**src/inc/adcrc_pkg.sv**
```systemverilog
// Purpose: Shared constants for the converter register and control block
// Assumes: 32-bit AHB-Lite slave, registers on aligned words
// Notes: Register offsets are byte addresses within the block's window
package adcrc_pkg;

   // Register map
   localparam logic [3:0] REG_CSR_OFS = 4'h0;
   localparam logic [3:0] REG_RESULT_OFS = 4'h4;
   localparam logic [3:0] REG_CLKSEL_OFS = 4'h8;
   localparam int unsigned OFS_W = 4;

   // Control/status fields
   localparam int unsigned CSR_FLAG_BIT = 7;
   localparam int unsigned CSR_IRQEN_BIT = 6;
   localparam int unsigned CSR_CONT_BIT = 5;
   localparam int unsigned CSR_CH_LSB = 0;
   localparam int unsigned CH_W = 5;
   localparam logic [7:0] CSR_RESET = 8'h1f;

   // Clock select fields
   localparam int unsigned CLKSEL_DIV_LSB = 5;
   localparam int unsigned DIV_W = 3;
   localparam logic [DIV_W-1:0] CLKSEL_RESET = 3'h0;

   // Channel codes
   localparam logic [CH_W-1:0] CH_PA0 = 5'h00;
   localparam logic [CH_W-1:0] CH_PA1 = 5'h01;
   localparam logic [CH_W-1:0] CH_PA4 = 5'h02;
   localparam logic [CH_W-1:0] CH_PA5 = 5'h03;
   localparam logic [CH_W-1:0] CH_REF_HIGH = 5'h1d;
   localparam logic [CH_W-1:0] CH_REF_LOW = 5'h1e;
   localparam logic [CH_W-1:0] CH_OFF = 5'h1f;

   // Conversion timing, in converter clock ticks
   localparam int unsigned CNT_W = 4;
   localparam logic [CNT_W-1:0] CNT_SAMPLE_LAST = 4'h7;
   localparam logic [CNT_W-1:0] CNT_LAST = 4'hf;
   localparam logic [7:0] SAR_MSB = 8'h80;

   // AHB-Lite
   localparam int unsigned TRANS_ACTIVE_BIT = 1;
   localparam logic [2:0] HSIZE_WORD = 3'h2;
   localparam logic HRESP_OKAY = 1'b0;

   typedef enum logic [1:0] {
      ST_IDLE = 2'b00,
      ST_ARM = 2'b01,
      ST_CONV = 2'b11
   } adcrc_state_e;

   function automatic logic [CNT_W-1:0] div_limit(input logic [DIV_W-1:0] sel);
      case (sel)
         3'h0: div_limit = 4'h0;
         3'h1: div_limit = 4'h1;
         3'h2: div_limit = 4'h3;
         3'h3: div_limit = 4'h7;
         default: div_limit = 4'hf;
      endcase
   endfunction

   function automatic logic reg_hit(input logic [OFS_W-1:0] ofs,
                                    input logic [OFS_W-1:0] reg_ofs);
      reg_hit = (ofs == reg_ofs);
   endfunction

endpackage

```
**src/adcrc_clk_div.sv**
```systemverilog
// Purpose: Converter clock prescaler, one-cycle tick per converter clock
// Assumes: Single bus clock domain
// Notes: Counter parks at zero while the converter is powered off
`timescale 1ns/1ns
module adcrc_clk_div
   import adcrc_pkg::*;
(
   input wire logic clk,
   input wire logic reset,
   input wire logic run,
   input wire logic [DIV_W-1:0] div_sel,
   output logic tick
);

   logic [CNT_W-1:0] cnt_r;
   logic [CNT_W-1:0] cnt_nxt;

   // Compare with >= so a smaller ratio written mid-count does not wait a wrap
   assign tick = run && (cnt_r >= div_limit(div_sel));

   always_comb begin
      if (!run || tick) begin
         cnt_nxt = '0;
      end else begin
         cnt_nxt = cnt_r + 4'h1;
      end
   end

   always_ff @(posedge clk or posedge reset) begin
      if (reset) begin
         cnt_r <= '0;
      end else begin
         cnt_r <= cnt_nxt;
      end
   end

endmodule // adcrc_clk_div

```
**src/adcrc_sar.sv**
```systemverilog
// Purpose: Successive-approximation sequencer, sixteen ticks per conversion
// Assumes: cmp_hi is already synchronised; high when input >= dac_code
// Notes: Ticks 0..7 sample, ticks 8..15 resolve one bit each, MSB first
`timescale 1ns/1ns
module adcrc_sar
   import adcrc_pkg::*;
(
   input wire logic clk,
   input wire logic reset,
   input wire logic tick,
   input wire logic go,
   input wire logic abort,
   input wire logic cmp_hi,
   output logic busy,
   output logic done,
   output logic sample_en,
   output logic [7:0] dac_code,
   output logic [7:0] result
);

   logic busy_r, busy_nxt;
   logic done_r, done_nxt;
   logic [CNT_W-1:0] cnt_r, cnt_nxt;
   logic [7:0] code_r, code_nxt;
   logic [7:0] res_r, res_nxt;

   always_comb begin
      logic [2:0] bitpos;
      logic [7:0] trial;
      bitpos = 3'h0;
      trial = code_r;
      busy_nxt = busy_r;
      done_nxt = 1'b0;
      cnt_nxt = cnt_r;
      code_nxt = code_r;
      res_nxt = res_r;
      if (abort) begin
         busy_nxt = 1'b0;
         cnt_nxt = '0;
         code_nxt = '0;
      end else if (go) begin
         busy_nxt = 1'b1;
         cnt_nxt = '0;
         code_nxt = '0;
      end else if (busy_r && tick) begin
         cnt_nxt = cnt_r + 4'h1;
         if (cnt_r == CNT_SAMPLE_LAST) begin
            code_nxt = SAR_MSB;
         end else if (cnt_r > CNT_SAMPLE_LAST) begin
            bitpos = 3'(CNT_LAST - cnt_r);
            if (!cmp_hi) begin
               trial[bitpos] = 1'b0;
            end
            if (bitpos != 3'h0) begin
               trial[bitpos - 3'h1] = 1'b1;
            end
            code_nxt = trial;
         end
         if (cnt_r == CNT_LAST) begin
            busy_nxt = 1'b0;
            done_nxt = 1'b1;
            res_nxt = trial;
            cnt_nxt = '0;
         end
      end
   end

   always_ff @(posedge clk or posedge reset) begin
      if (reset) begin
         busy_r <= 1'b0;
         done_r <= 1'b0;
         cnt_r <= '0;
         code_r <= '0;
         res_r <= '0;
      end else begin
         busy_r <= busy_nxt;
         done_r <= done_nxt;
         cnt_r <= cnt_nxt;
         code_r <= code_nxt;
         res_r <= res_nxt;
      end
   end

   assign busy = busy_r;
   assign done = done_r;
   assign sample_en = busy_r && (cnt_r <= CNT_SAMPLE_LAST);
   assign dac_code = code_r;
   assign result = res_r;

endmodule // adcrc_sar

```
**src/adcrc_top.sv**
```systemverilog
// Purpose: Register and control logic of an 8-bit four-channel SAR converter
// Assumes: AHB-Lite slave on the bus clock; analog core outside the domain
// Notes: Every access takes one wait state so read data leave a register
//
// Operation
// - Flag sets per conversion, read of result clears
// - Interrupt mode: flag never sets, reads zero
// - Interrupt mode raises request after each conversion
// - Result read or status write drops request
// - Reset clears interrupt enable
// - Continuous mode repeats, reloading result each time
// - Single mode converts once; reset clears continuous
// - Codes 0..3 route port A pins 0,1,4,5
// - All-ones channel code powers converter down
// - Reset sets channel code to all ones
// - Codes 1d/1e select high/low references
// - Unused channel codes give undefined results
// - One 8-bit result, loaded per completion
// - Prescaler divides bus clock 1,2,4,8,16
// - Conversion lasts sixteen converter clocks
// - Start on first converter clock after write
// - Continuous mode overwrites unread results
//
// Implementation choices: the placing of the registers and the AHB-Lite interface to the registers.
`timescale 1ns/1ns
module adcrc_top
   import adcrc_pkg::*;
(
   input wire logic clk,
   input wire logic reset,
   input wire logic hsel,
   input wire logic [31:0] haddr,
   input wire logic [1:0] htrans,
   input wire logic hwrite,
   input wire logic [2:0] hsize,
   input wire logic [31:0] hwdata,
   input wire logic hready,
   output logic hreadyout,
   output logic [31:0] hrdata,
   output logic hresp,
   input wire logic cmp_hi_pin,
   output logic core_power_en,
   output logic sample_en,
   output logic [7:0] dac_code,
   output logic port_a_bit0_sel,
   output logic port_a_bit1_sel,
   output logic port_a_bit4_sel,
   output logic port_a_bit5_sel,
   output logic ref_high_sel,
   output logic ref_low_sel,
   output logic conv_irq
);

   // Comparator from the analog core
   logic cmp_meta_r;
   logic cmp_sync_r;

   // Bus data-phase state
   logic act_r, act_nxt;
   logic wr_r, wr_nxt;
   logic word_r, word_nxt;
   logic [OFS_W-1:0] ofs_r, ofs_nxt;
   logic [31:0] hrdata_r, hrdata_nxt;
   logic addr_take;

   // Register contents and control
   adcrc_state_e state_r, state_nxt;
   logic conv_irq_enable_r, conv_irq_enable_nxt;
   logic continuous_convert_r, continuous_convert_nxt;
   logic [CH_W-1:0] channel_select_r, channel_select_nxt;
   logic conv_complete_flag_r, conv_complete_flag_nxt;
   logic irq_r, irq_nxt;
   logic [DIV_W-1:0] clock_divider_select_r, clock_divider_select_nxt;
   logic [7:0] result_r, result_nxt;

   // Decoded events
   logic wr_csr;
   logic wr_clksel;
   logic rd_result;
   logic powered;
   logic go;
   logic abort;
   logic tick;
   logic sar_busy;
   logic sar_done;
   logic [7:0] sar_result;
   logic [7:0] csr_view;
   logic [CH_W-1:0] wr_channel;

   // Two-stage synchroniser; only the second stage feeds logic
   always_ff @(posedge clk or posedge reset) begin
      if (reset) begin
         cmp_meta_r <= 1'b0;
         cmp_sync_r <= 1'b0;
      end else begin
         cmp_meta_r <= cmp_hi_pin;
         cmp_sync_r <= cmp_meta_r;
      end
   end

   // Bus slave

   // Address phase is taken only while the bus is ready
   assign addr_take = hsel && hready && htrans[TRANS_ACTIVE_BIT];

   // Flag shows zero whenever interrupt mode is on
   assign csr_view = {conv_complete_flag_r && !conv_irq_enable_r,
                      conv_irq_enable_r,
                      continuous_convert_r,
                      channel_select_r};

   always_comb begin
      act_nxt = addr_take;
      wr_nxt = wr_r;
      word_nxt = word_r;
      ofs_nxt = ofs_r;
      hrdata_nxt = hrdata_r;
      if (addr_take) begin
         wr_nxt = hwrite;
         word_nxt = (hsize == HSIZE_WORD);
         ofs_nxt = haddr[OFS_W-1:0];
      end
      if (act_r && !wr_r) begin
         case (ofs_r)
            REG_CSR_OFS: begin
               hrdata_nxt = {24'h0, csr_view};
            end
            REG_RESULT_OFS: begin
               hrdata_nxt = {24'h0, result_r};
            end
            REG_CLKSEL_OFS: begin
               hrdata_nxt = {24'h0, clock_divider_select_r, 5'h00};
            end
            default: begin
               hrdata_nxt = 32'h0000_0000;
            end
         endcase
      end
   end

   always_ff @(posedge clk or posedge reset) begin
      if (reset) begin
         act_r <= 1'b0;
         wr_r <= 1'b0;
         word_r <= 1'b0;
         ofs_r <= '0;
         hrdata_r <= '0;
      end else begin
         act_r <= act_nxt;
         wr_r <= wr_nxt;
         word_r <= word_nxt;
         ofs_r <= ofs_nxt;
         hrdata_r <= hrdata_nxt;
      end
   end

   // One wait state per access gives registered read data
   assign hreadyout = !act_r;
   assign hrdata = hrdata_r;
   // No error responses: unmapped offsets read zero, writes vanish
   assign hresp = HRESP_OKAY;

   // Register side effects

   // Writes act in the wait cycle, the first cycle in which hwdata is valid
   assign wr_csr = act_r && wr_r && word_r && reg_hit(ofs_r, REG_CSR_OFS);
   assign wr_clksel = act_r && wr_r && word_r && reg_hit(ofs_r, REG_CLKSEL_OFS);
   assign rd_result = act_r && !wr_r && reg_hit(ofs_r, REG_RESULT_OFS);
   assign wr_channel = hwdata[CSR_CH_LSB +: CH_W];
   // Power-off code also parks the prescaler and the sequencer
   assign powered = (channel_select_r != CH_OFF);

   always_comb begin
      state_nxt = state_r;
      go = 1'b0;
      abort = 1'b0;
      conv_irq_enable_nxt = conv_irq_enable_r;
      continuous_convert_nxt = continuous_convert_r;
      channel_select_nxt = channel_select_r;
      clock_divider_select_nxt = clock_divider_select_r;
      result_nxt = result_r;
      conv_complete_flag_nxt = conv_complete_flag_r;
      irq_nxt = irq_r;

      case (state_r)
         ST_IDLE: begin
            // Reads never re-arm; only a status write starts work
            state_nxt = ST_IDLE;
         end
         ST_ARM: begin
            // Waiting for a tick keeps every start on a converter clock edge
            if (tick && powered) begin
               go = 1'b1;
               state_nxt = ST_CONV;
            end
         end
         ST_CONV: begin
            if (sar_done) begin
               // Continuous re-arms; single shot stops
               state_nxt = continuous_convert_r ? ST_ARM : ST_IDLE;
            end
         end
         default: begin
            state_nxt = ST_IDLE;
         end
      endcase

      // A status write aborts any conversion and re-arms on the new setup, unless the new channel code is all ones
      if (wr_csr) begin
         go = 1'b0;
         abort = 1'b1;
         state_nxt = (wr_channel != CH_OFF) ? ST_ARM : ST_IDLE;
         conv_irq_enable_nxt = hwdata[CSR_IRQEN_BIT];
         continuous_convert_nxt = hwdata[CSR_CONT_BIT];
         channel_select_nxt = wr_channel;
         // Flag position of the write is ignored
      end
      if (wr_clksel) begin
         clock_divider_select_nxt = hwdata[CLKSEL_DIV_LSB +: DIV_W];
      end

      // Result changes only on completion, read or not
      if (sar_done) begin
         result_nxt = sar_result;
      end

      // Set beats a clear arriving in the same cycle
      if (sar_done && !conv_irq_enable_r) begin
         conv_complete_flag_nxt = 1'b1;
      end else if (rd_result) begin
         conv_complete_flag_nxt = 1'b0;
      end
      if (conv_irq_enable_nxt) begin
         conv_complete_flag_nxt = 1'b0;
      end

      // A completion racing a clear keeps the request, so none is lost
      if (sar_done && conv_irq_enable_r) begin
         irq_nxt = 1'b1;
      end else if (rd_result || wr_csr) begin
         irq_nxt = 1'b0;
      end
   end

   always_ff @(posedge clk or posedge reset) begin
      if (reset) begin
         state_r <= ST_IDLE;
         conv_irq_enable_r <= CSR_RESET[CSR_IRQEN_BIT];
         continuous_convert_r <= CSR_RESET[CSR_CONT_BIT];
         channel_select_r <= CSR_RESET[CSR_CH_LSB +: CH_W];
         conv_complete_flag_r <= CSR_RESET[CSR_FLAG_BIT];
         irq_r <= 1'b0;
         clock_divider_select_r <= CLKSEL_RESET;
         result_r <= '0;
      end else begin
         state_r <= state_nxt;
         conv_irq_enable_r <= conv_irq_enable_nxt;
         continuous_convert_r <= continuous_convert_nxt;
         channel_select_r <= channel_select_nxt;
         conv_complete_flag_r <= conv_complete_flag_nxt;
         irq_r <= irq_nxt;
         clock_divider_select_r <= clock_divider_select_nxt;
         result_r <= result_nxt;
      end
   end

   assign conv_irq = irq_r;

   // Analog routing. Unused and reserved codes leave every select low, so
   // the core converts a floating node and the result is don't-care
   assign core_power_en = powered;
   assign port_a_bit0_sel = (channel_select_r == CH_PA0);
   assign port_a_bit1_sel = (channel_select_r == CH_PA1);
   assign port_a_bit4_sel = (channel_select_r == CH_PA4);
   assign port_a_bit5_sel = (channel_select_r == CH_PA5);
   assign ref_high_sel = (channel_select_r == CH_REF_HIGH);
   assign ref_low_sel = (channel_select_r == CH_REF_LOW);

   // Prescaler stops while powered off to save power
   adcrc_clk_div u_clk_div (
      .clk(clk),
      .reset(reset),
      .run(powered),
      .div_sel(clock_divider_select_r),
      .tick(tick)
   );

   // Comparator sync adds two bus cycles; at divide-by-1 the core must
   // settle each trial within that latency, so low ratios trade accuracy
   adcrc_sar u_sar (
      .clk(clk),
      .reset(reset),
      .tick(tick),
      .go(go),
      .abort(abort),
      .cmp_hi(cmp_sync_r),
      .busy(sar_busy),
      .done(sar_done),
      .sample_en(sample_en),
      .dac_code(dac_code),
      .result(sar_result)
   );

endmodule // adcrc_top

```
**config.mk**
```make
export PLATFORM = sky130hd
export DESIGN_NAME = adcrc_top
export DESIGN_NICKNAME = d
export VERILOG_FILES = /design/src/inc/adcrc_pkg.sv /design/src/adcrc_clk_div.sv /design/src/adcrc_sar.sv /design/src/adcrc_top.sv
export SDC_FILE = /design/constraint.sdc
export NUM_CORES = 1
export LEC_CHECK = 0
export BUFFER_PORTS_ARGS = -buffer_cell sky130_fd_sc_hd__clkbuf_2
export CORE_ASPECT_RATIO = 0.75
export CORE_UTILIZATION = 40
export CTS_CLUSTER_DIAMETER = 80
export DETAILED_ROUTE_END_ITERATION = 7
export HOLD_SLACK_MARGIN = 0.08
export PLACE_DENSITY = 0.64
export RECOVER_POWER = 100
export SKIP_LAST_GASP = 1
export SLEW_MARGIN = 10
export SYNTH_ARGS = -nofsm -noshare
export SYNTH_HDL_FRONTEND = slang
export SYNTH_SLANG_ARGS = --single-unit
```
**constraint.sdc**
```tcl
create_clock -name clk -period 4.72 [get_ports clk]
set_input_delay 1.18 -clock clk [delete_from_list [all_inputs] [get_ports clk]]
set_output_delay 1.18 -clock clk [all_outputs]
set_load 0.02 [all_outputs]
```
# [Yosys cells after proc, flatten, opt, wreduce, memory -nomap -nowiden]
# Index checks and enable logic that the tools add are counted.
[classes] n_addsub=4 n_lt_le_gt_ge=7 eq_ne=19 muxes=48 n_bitwise=5 n_reduce_logical=34
[ops] operator="8-bit two-way mux" count=13
[ops] operator="8-bit case mux with 3 select lines" count=1
[ops] operator="1-bit two-way mux" count=22
[ops] operator="4-bit two-way mux" count=5
[ops] operator="1-bit logical AND" count=17
[ops] operator="4-bit case mux with 4 select lines" count=1
[ops] operator="3-bit nonzero test" count=4
[ops] operator="5-bit by 2-bit == test with 1-bit output (second input constant)" count=2
[ops] operator="5-bit == test (second input constant)" count=2
[ops] operator="5-bit inequality test (second input constant)" count=2
[ops] operator="3-bit by 2-bit == test with 1-bit output (second input constant)" count=3
[ops] operator="4-bit by 1-bit adder with 4-bit output (second input constant)" count=2
[ops] operator="8-bit AND" count=1
[ops] operator="4-bit by 3-bit == test with 1-bit output (second input constant)" count=2
[ops] operator="4-bit == test (second input constant)" count=2
[ops] operator="3-bit by 4-bit < comparator with 1-bit output (second input constant)" count=2
[ops] operator="8-bit NOT" count=1
[ops] operator="8-bit bitwise OR" count=1
[ops] operator="1-bit demux with 3-bit select" count=2
[ops] operator="3-bit by 1-bit >= comparator with 1-bit output (second input constant)" count=2
[ops] operator="2-bit two-way mux" count=3
[ops] operator="5-bit by 1-bit == test with 1-bit output (second input constant)" count=1
[ops] operator="5-bit zero test" count=1
[ops] operator="4-bit >= comparator" count=1
[ops] operator="18 further kinds" count=24
[word_totals] ff_bits=89 inputBits=75 output_inout_bits=51 wordCells=138

# [Depth between registers and ports, before layout]
[logic_depth] ltp_word=20 mapped_depth=8 depth_no_buf=7

# [By module]
# Synthesis repeated with hierarchy kept, for this count alone.
[unflattened] hier_cells=329 area_unflattened_um2=3482.1
[modules_own_cells] mod="adcrc_top" instances=1 cells_per_inst=170 area_per_inst_um2=1988.2 seq_area_each_um2=982.2
[modules_own_cells] mod="adcrc_sar" instances=1 cells_per_inst=130 area_per_inst_um2=1212.4 seq_area_each_um2=550.5
[modules_own_cells] mod="adcrc_clk_div" instances=1 cells_per_inst=29 area_per_inst_um2=281.5 seq_area_each_um2=100.1

# [Worst setup path after synthesis]
# No wires, ideal clock.
[synth_timing] kind="register to register" from="register clock_divider_select_r[2]" to="register u_sar.res_r[2], in the netlist u_sar.result[2]" setup_ns=0.125 t_arrival_ns=2.321 required_ns=4.595 path_slack_ns=2.274 path_stages_with_launch=8 path_buffers=0 period_less_slack_ns=2.446 cell_sequence="dfrtp_1 -> or3_1 -> ha_1 -> nand2b_1 -> a2111o_1 -> nand3_4 -> nor4_4 -> mux2_2"
[synth_via] elab_chain_len=10 word_cells_on_any_way=14 cone_classes="1 x order compare; 3 x eq/ne; 4 x mux; 1 x bitwise; 5 x reduce/logical"
[synth_rtl] item="start: declaration" line_no="adcrc_top.sv:73" source="logic [DIV_W-1:0] clock_divider_select_r, clock_divider_select_nxt;"
[synth_rtl] item="start signal: assignment" line_no="adcrc_top.sv:262" source="clock_divider_select_r <= clock_divider_select_nxt;"
[synth_rtl] item="3-bit by 2-bit == test with 1-bit output, or another cell as far along" line_no="adcrc_pkg.sv:52" source="case (sel)"
[synth_rtl] item="4-bit case mux with 4 select lines (*)" line_no="adcrc_pkg.sv:52"
[synth_rtl] item="4-bit >= comparator (*)" line_no="adcrc_clk_div.sv:19" source="assign tick = run && (cnt_r >= div_limit(div_sel));"
[synth_rtl] item="1-bit logical AND (*)" line_no="adcrc_clk_div.sv:19"
[synth_rtl] item="1-bit logical AND" line_no="adcrc_top.sv:192" source="if (tick && powered) begin"
[synth_rtl] item="1-bit two-way mux" line_no="adcrc_top.sv:192"
[synth_rtl] item="1-bit two-way mux" line_no="adcrc_top.sv:185" source="case (state_r)"
[synth_rtl] item="1-bit two-way mux" line_no="adcrc_top.sv:209" source="if (wr_csr) begin"
[synth_rtl] item="1-bit NOT (no line)"
[synth_rtl] item="4-bit AND reduction (no line) (*)"
[synth_rtl] item="end signal: assignment" line_no="adcrc_sar.sv:80" source="res_r <= res_nxt;"
[synth_rtl] item="end: declaration" line_no="adcrc_sar.sv:25" source="logic [7:0] res_r, res_nxt;"
# Every way passes the cells marked *; elsewhere a longest branch is shown, timed or not.
# A chain may end at the register's enable or synchronous reset.

# [Worst setup path in the final report]
[layout_timing] from="register clock_divider_select_r[2]" to="register u_sar.res_r[6], in the netlist u_sar.result[6]"
# Same word-level chain as after synthesis.

==> report_table.html <==
<table>
<tr><th>Metric</th><th>Value</th></tr>
<tr><th colspan="2">Run status</th></tr>
<tr><td>Outcome</td><td>finished, violations left</td></tr>
<tr><td>Failing checks</td><td>capacitance limit, slew limit</td></tr>
<tr><th colspan="2">Clock tree</th></tr>
<tr><td>Post-CTS setup buffer count</td><td>0</td></tr>
<tr><td>Clock Latency Late Sink</td><td>340 ps</td></tr>
<tr><td>CTS Buffer Depth</td><td>2</td></tr>
<tr><td>TritonCTS clock tree</td><td>built</td></tr>
<tr><td>Worst-path clk slew</td><td>70 ps</td></tr>
<tr><td>Clk root buf</td><td>clkbuf_8</td></tr>
<tr><td># resized after CTS</td><td>0</td></tr>
<tr><td>Clock H-tree levels</td><td>3</td></tr>
<tr><td>Post-CTS Hold Buffers</td><td>0</td></tr>
<tr><td>Total number of clock tree sinks</td><td>65</td></tr>
<tr><td>Clock buffer count from CTS</td><td>9</td></tr>
<tr><th colspan="2">Detailed routing</th></tr>
<tr><td>Detailed-route wire length per cell</td><td>14.54 um</td></tr>
<tr><td>Vias per inst</td><td>5.197</td></tr>
<tr><td>Number of nets with antenna violations after routing</td><td>0</td></tr>
<tr><td>Detailed-route DRC error count</td><td>0</td></tr>
<tr><td>DRT Pass-1 Iters</td><td>4</td></tr>
<tr><td>Detailed-route via count</td><td>2474</td></tr>
<tr><td>Number of DRC markers in iteration 0</td><td>81</td></tr>
<tr><td>Post-Route WL</td><td>approximately 6900 um</td></tr>
<tr><th colspan="2">Synth</th></tr>
<tr><td>Main synth FF type</td><td>dfrtp_1</td></tr>
<tr><td>Count of mapped cells out of synthesis</td><td>approximately 320</td></tr>
<tr><td>Mean cell area of the mapped netlist</td><td>10.53 um^2</td></tr>
<tr><td>Most repeated cell in the gate-level netlist after synthesis</td><td>dfrtp_1</td></tr>
<tr><td>Fraction of synthesis flops using an asynchronous set or reset pin</td><td>100.0%</td></tr>
<tr><td>Number of enable-type register cells in the synthesized netlist</td><td>0</td></tr>
<tr><td>Share of the synthesized area in the top cell type</td><td>roughly 44%</td></tr>
<tr><td>Flip-flop and latch count after synthesis</td><td>65</td></tr>
<tr><td>Number of warnings issued by yosys</td><td>0</td></tr>
<tr><td>Top cells by area in the synthesized netlist</td><td>dfrtp_1, mux2_2, buf_4</td></tr>
<tr><td>Proportion of synthesized chip area in sequential cells</td><td>between 40% and 50%</td></tr>
<tr><td>Cell type with the highest aggregate area in the netlist</td><td>dfrtp_1</td></tr>
<tr><td>Mapped cell area</td><td>0.003379 mm^2</td></tr>
<tr><td>Yosys cell types</td><td>49</td></tr>
<tr><td>Synth top cells by count</td><td>dfrtp_1, nand2_1, mux2_2</td></tr>
<tr><th colspan="2">Power</th></tr>
<tr><td>Clock network fraction of total power</td><td>between 20% and 30%</td></tr>
<tr><td>Power share of the sequential group</td><td>44.0%</td></tr>
<tr><td>P per Cell Area</td><td>466.5 mW/mm^2</td></tr>
<tr><td>P_leak</td><td>roughly 1.8 nW</td></tr>
<tr><td>Switching pwr</td><td>0.0006341 W</td></tr>
<tr><td>Switching portion of total power</td><td>between 30% and 40%</td></tr>
<tr><td>Relative contribution of combinational cells to total power</td><td>29.1%</td></tr>
<tr><td>Internal portion of total power</td><td>about 0.0011 W</td></tr>
<tr><td>Worst vdd ir</td><td>232.3 uV</td></tr>
<tr><th colspan="2">Final layout</th></tr>
<tr><td>Nets</td><td>approximately 450</td></tr>
<tr><td>Number of antenna diodes</td><td>0</td></tr>
<tr><td>Area overhead of the layout relative to synthesis</td><td>9.996%</td></tr>
<tr><td>Fraction of layout instances using a drive strength above 1</td><td>18.33%</td></tr>
<tr><td>Final cell utilization of the core</td><td>46.34%</td></tr>
<tr><th colspan="2">STA</th></tr>
<tr><td>Worst Skew</td><td>7.564 ps</td></tr>
<tr><td>Period utilization</td><td>76.24%</td></tr>
<tr><td>Setup repair after global routing missed its margin</td><td>false</td></tr>
<tr><td>Number of hold violations in the final report</td><td>0</td></tr>
<tr><td>Post-layout minimum cycle time</td><td>3599 ps</td></tr>
<tr><td>Maximum frequency from static timing analysis</td><td>between 0.2 and 0.3 GHz</td></tr>
<tr><td>Headroom to the max-slew limit</td><td>-18.49%</td></tr>
<tr><td>Final-report setup violation count</td><td>0</td></tr>
<tr><td>Final-report max-slew violation count</td><td>70</td></tr>
<tr><td>Slew at the pin closest to its max-slew limit</td><td>between 1500 and 2000 ps</td></tr>
<tr><td>Summed negative setup slack over all endpoints</td><td>0 ps</td></tr>
<tr><th colspan="2">Place</th></tr>
<tr><td>Weighted congestion reported at the end of routability-driven placement</td><td>around 0.85</td></tr>
<tr><td>Placed wire-length estimate</td><td>4948 um</td></tr>
<tr><td>Port Buffer Count</td><td>47</td></tr>
<tr><th colspan="2">Worst setup path</th></tr>
<tr><td>Type of element launching the critical path</td><td>flip-flop</td></tr>
<tr><td>Required time at the worst-slack endpoint</td><td>4950 ps</td></tr>
<tr><td>Worst Path Max Fanout</td><td>9</td></tr>
<tr><td>Family of cells with the greatest summed delay on the critical path</td><td>simple AND/OR/NAND/NOR gates</td></tr>
<tr><td>Number of cells on the worst reg-to-reg path</td><td>7</td></tr>
<tr><td>Slowest CP cell</td><td>nor4_1</td></tr>
<tr><td>Crit. path cell count</td><td>7</td></tr>
<tr><td>Worst-path cell chain</td><td>or3_1, ha_1, nand2b_1, a2111o_1, nand3_1, nor4_1, mux2_2</td></tr>
<tr><td>Largest incremental delay on the critical path</td><td>1430 ps</td></tr>
<tr><td>Critical Path AT</td><td>3830 ps</td></tr>
<tr><td>Endpoint type of the worst setup path</td><td>flip-flop</td></tr>
<tr><td>Setup CP Type</td><td>reg -&gt; reg</td></tr>
<tr><td>Count of buffer and inverter cells on the critical path</td><td>0</td></tr>
<tr><th colspan="2">Worst hold path</th></tr>
<tr><td>Hold Path Cell Cnt</td><td>0</td></tr>
<tr><td>Tightest Hold Check Type</td><td>reg -&gt; reg</td></tr>
<tr><th colspan="2">Run</th></tr>
<tr><td>Number of maximum-capacitance violations</td><td>3</td></tr>
<tr><th colspan="2">Global routing</th></tr>
<tr><td>Vias in the first global route</td><td>2310</td></tr>
<tr><td>Overflow after GRT</td><td>0</td></tr>
<tr><td>Overall Global Routing Usage</td><td>~18%</td></tr>
<tr><td>Number of antenna violations at the first check in global routing</td><td>0</td></tr>
<tr><td>Pin count of the biggest net entering global routing</td><td>47</td></tr>
<tr><td>Global-route wire length before repair</td><td>11470 um</td></tr>
<tr><th colspan="2">Die</th></tr>
<tr><td>Width of the die</td><td>108.1 um</td></tr>
<tr><td>Area enclosed by the die boundary</td><td>slightly below 0.009 mm^2</td></tr>
<tr><td>Chip height</td><td>81.60 um</td></tr>
<tr><td>Initial core utilization</td><td>42.12%</td></tr>
<tr><td>Core outline area</td><td>0.008023 mm^2</td></tr>
<tr><td># rows</td><td>28</td></tr>
<tr><td>Number of I/O pins</td><td>approximately 130</td></tr>
</table>
## metrics by stage
stage	area [um^2]	cells	worst slack [ps]	hold WS (ps)	total power, W
floorplan	3470	345	1922	331.2	0.001174
global placement	3601	460	2039	334.1	0.001282
detailed placement	3601	460	2022	336.3	0.001303
CTS	3790	476	1889	352.7	0.001777
global route	3717	476	922.4	362.7	0.001863
finish	3717	476	1121	352.2	0.001734
## routing by layer
| metal | global-route usage, % | vias to the layer above | wire length (um) |
|---|---|---|---|
| met2 | 25.22 | 90 | 2952 |
| met5 | 0 | - | 0 |
| met3 | 6.349 | 11 | 443 |
| met1 | 24.75 | 1198 | 3432 |
| li1 | - | 1175 | - |
| met4 | 4.932 | 0 | 93 |
## placed cells by master, fill, tap and decap left out, drive strengths merged, types with 2 or more instances in the layout
| cell type | count |
|---|---|
| clkinv | 2 |
| mux2i | 16 |
| o41ai | 2 |
| o21ai | 19 |
| dfrtp | 60 |
| nand3 | 12 |
| nand2 | 29 |
| a22o | 4 |
| nand2b | 9 |
| nor2 | 23 |
| ha | 8 |
| a211oi | 3 |
| nand3b | 2 |
| a21oi | 5 |
| o31ai | 4 |
| and3 | 3 |
| nand4 | 2 |
| nor2b | 5 |
| a221oi | 2 |
| dfstp | 5 |
| clkbuf | 62 |
| nor3 | 8 |
| inv | 12 |
| mux2 | 29 |
| conb | 25 |
| or3 | 2 |
| nor4 | 3 |
## flip-flops by register name, summed over array words and instances, names as in the netlist, 2 cells and up
register                cells
hrdata                      8
u_clk_div.cnt_r             4
clock_divider_select_r      3
u_sar.result                8
channel_select_r            5
result_r                    8
ofs_r                       4
u_sar.dac_code              8
state_r                     2
u_sar.cnt_r                 4
## cell families after synthesis
group / synth area share (%)
adder cells (fa/ha/maj): 2.962
XOR/XNOR: 0.5184
AND/OR/NAND/NOR: 15.70
flip-flops: 48.32
other: 0.1110
multiplexers: 14.40
AO/OA/AOI/OAI: 9.256
buffers and inverters: 8.737
## area by class of cell
class | instances | area [um^2]
fill | 791 | 4305
sequential | 65 | 1633
multi-input combinational | 229 | 1508
timing repair buffer | 49 | 211.5
clock buffer | 13 | 148.9
tap | 105 | 131.4
inverter | 12 | 45.04
clock inverter | 3 | 40.04
## path summary, 6_finish.rpt
path                                                 from  slack (ps)            endpoint
worst max-delay path            clock_divider_select_r[2]        1120     u_sar.result[6]
worst min-delay path                           cmp_meta_r         350          cmp_sync_r
worst max register to register  clock_divider_select_r[2]        1120     u_sar.result[6]
worst min register to register                 cmp_meta_r         350          cmp_sync_r
max in group asynchronous                           reset        1650         result_r[4]
min in group asynchronous                           reset        1380  u_clk_div.cnt_r[3]
## power by group through the flow
stage | combinational, W | clock (W) | sequential (W)
2_1_floorplan | 0.000432 | 0 | 0.000742
3_3_place_gp | 0.000515 | 0 | 0.000768
3_5_place_dp | 0.000532 | 0 | 0.000770
4_1_cts | 0.000535 | 0.000479 | 0.000763
5_1_grt | 0.000574 | 0.000509 | 0.000780
6_report | 0.000504 | 0.000466 | 0.000764
Power figures use the tool's default switching activity.
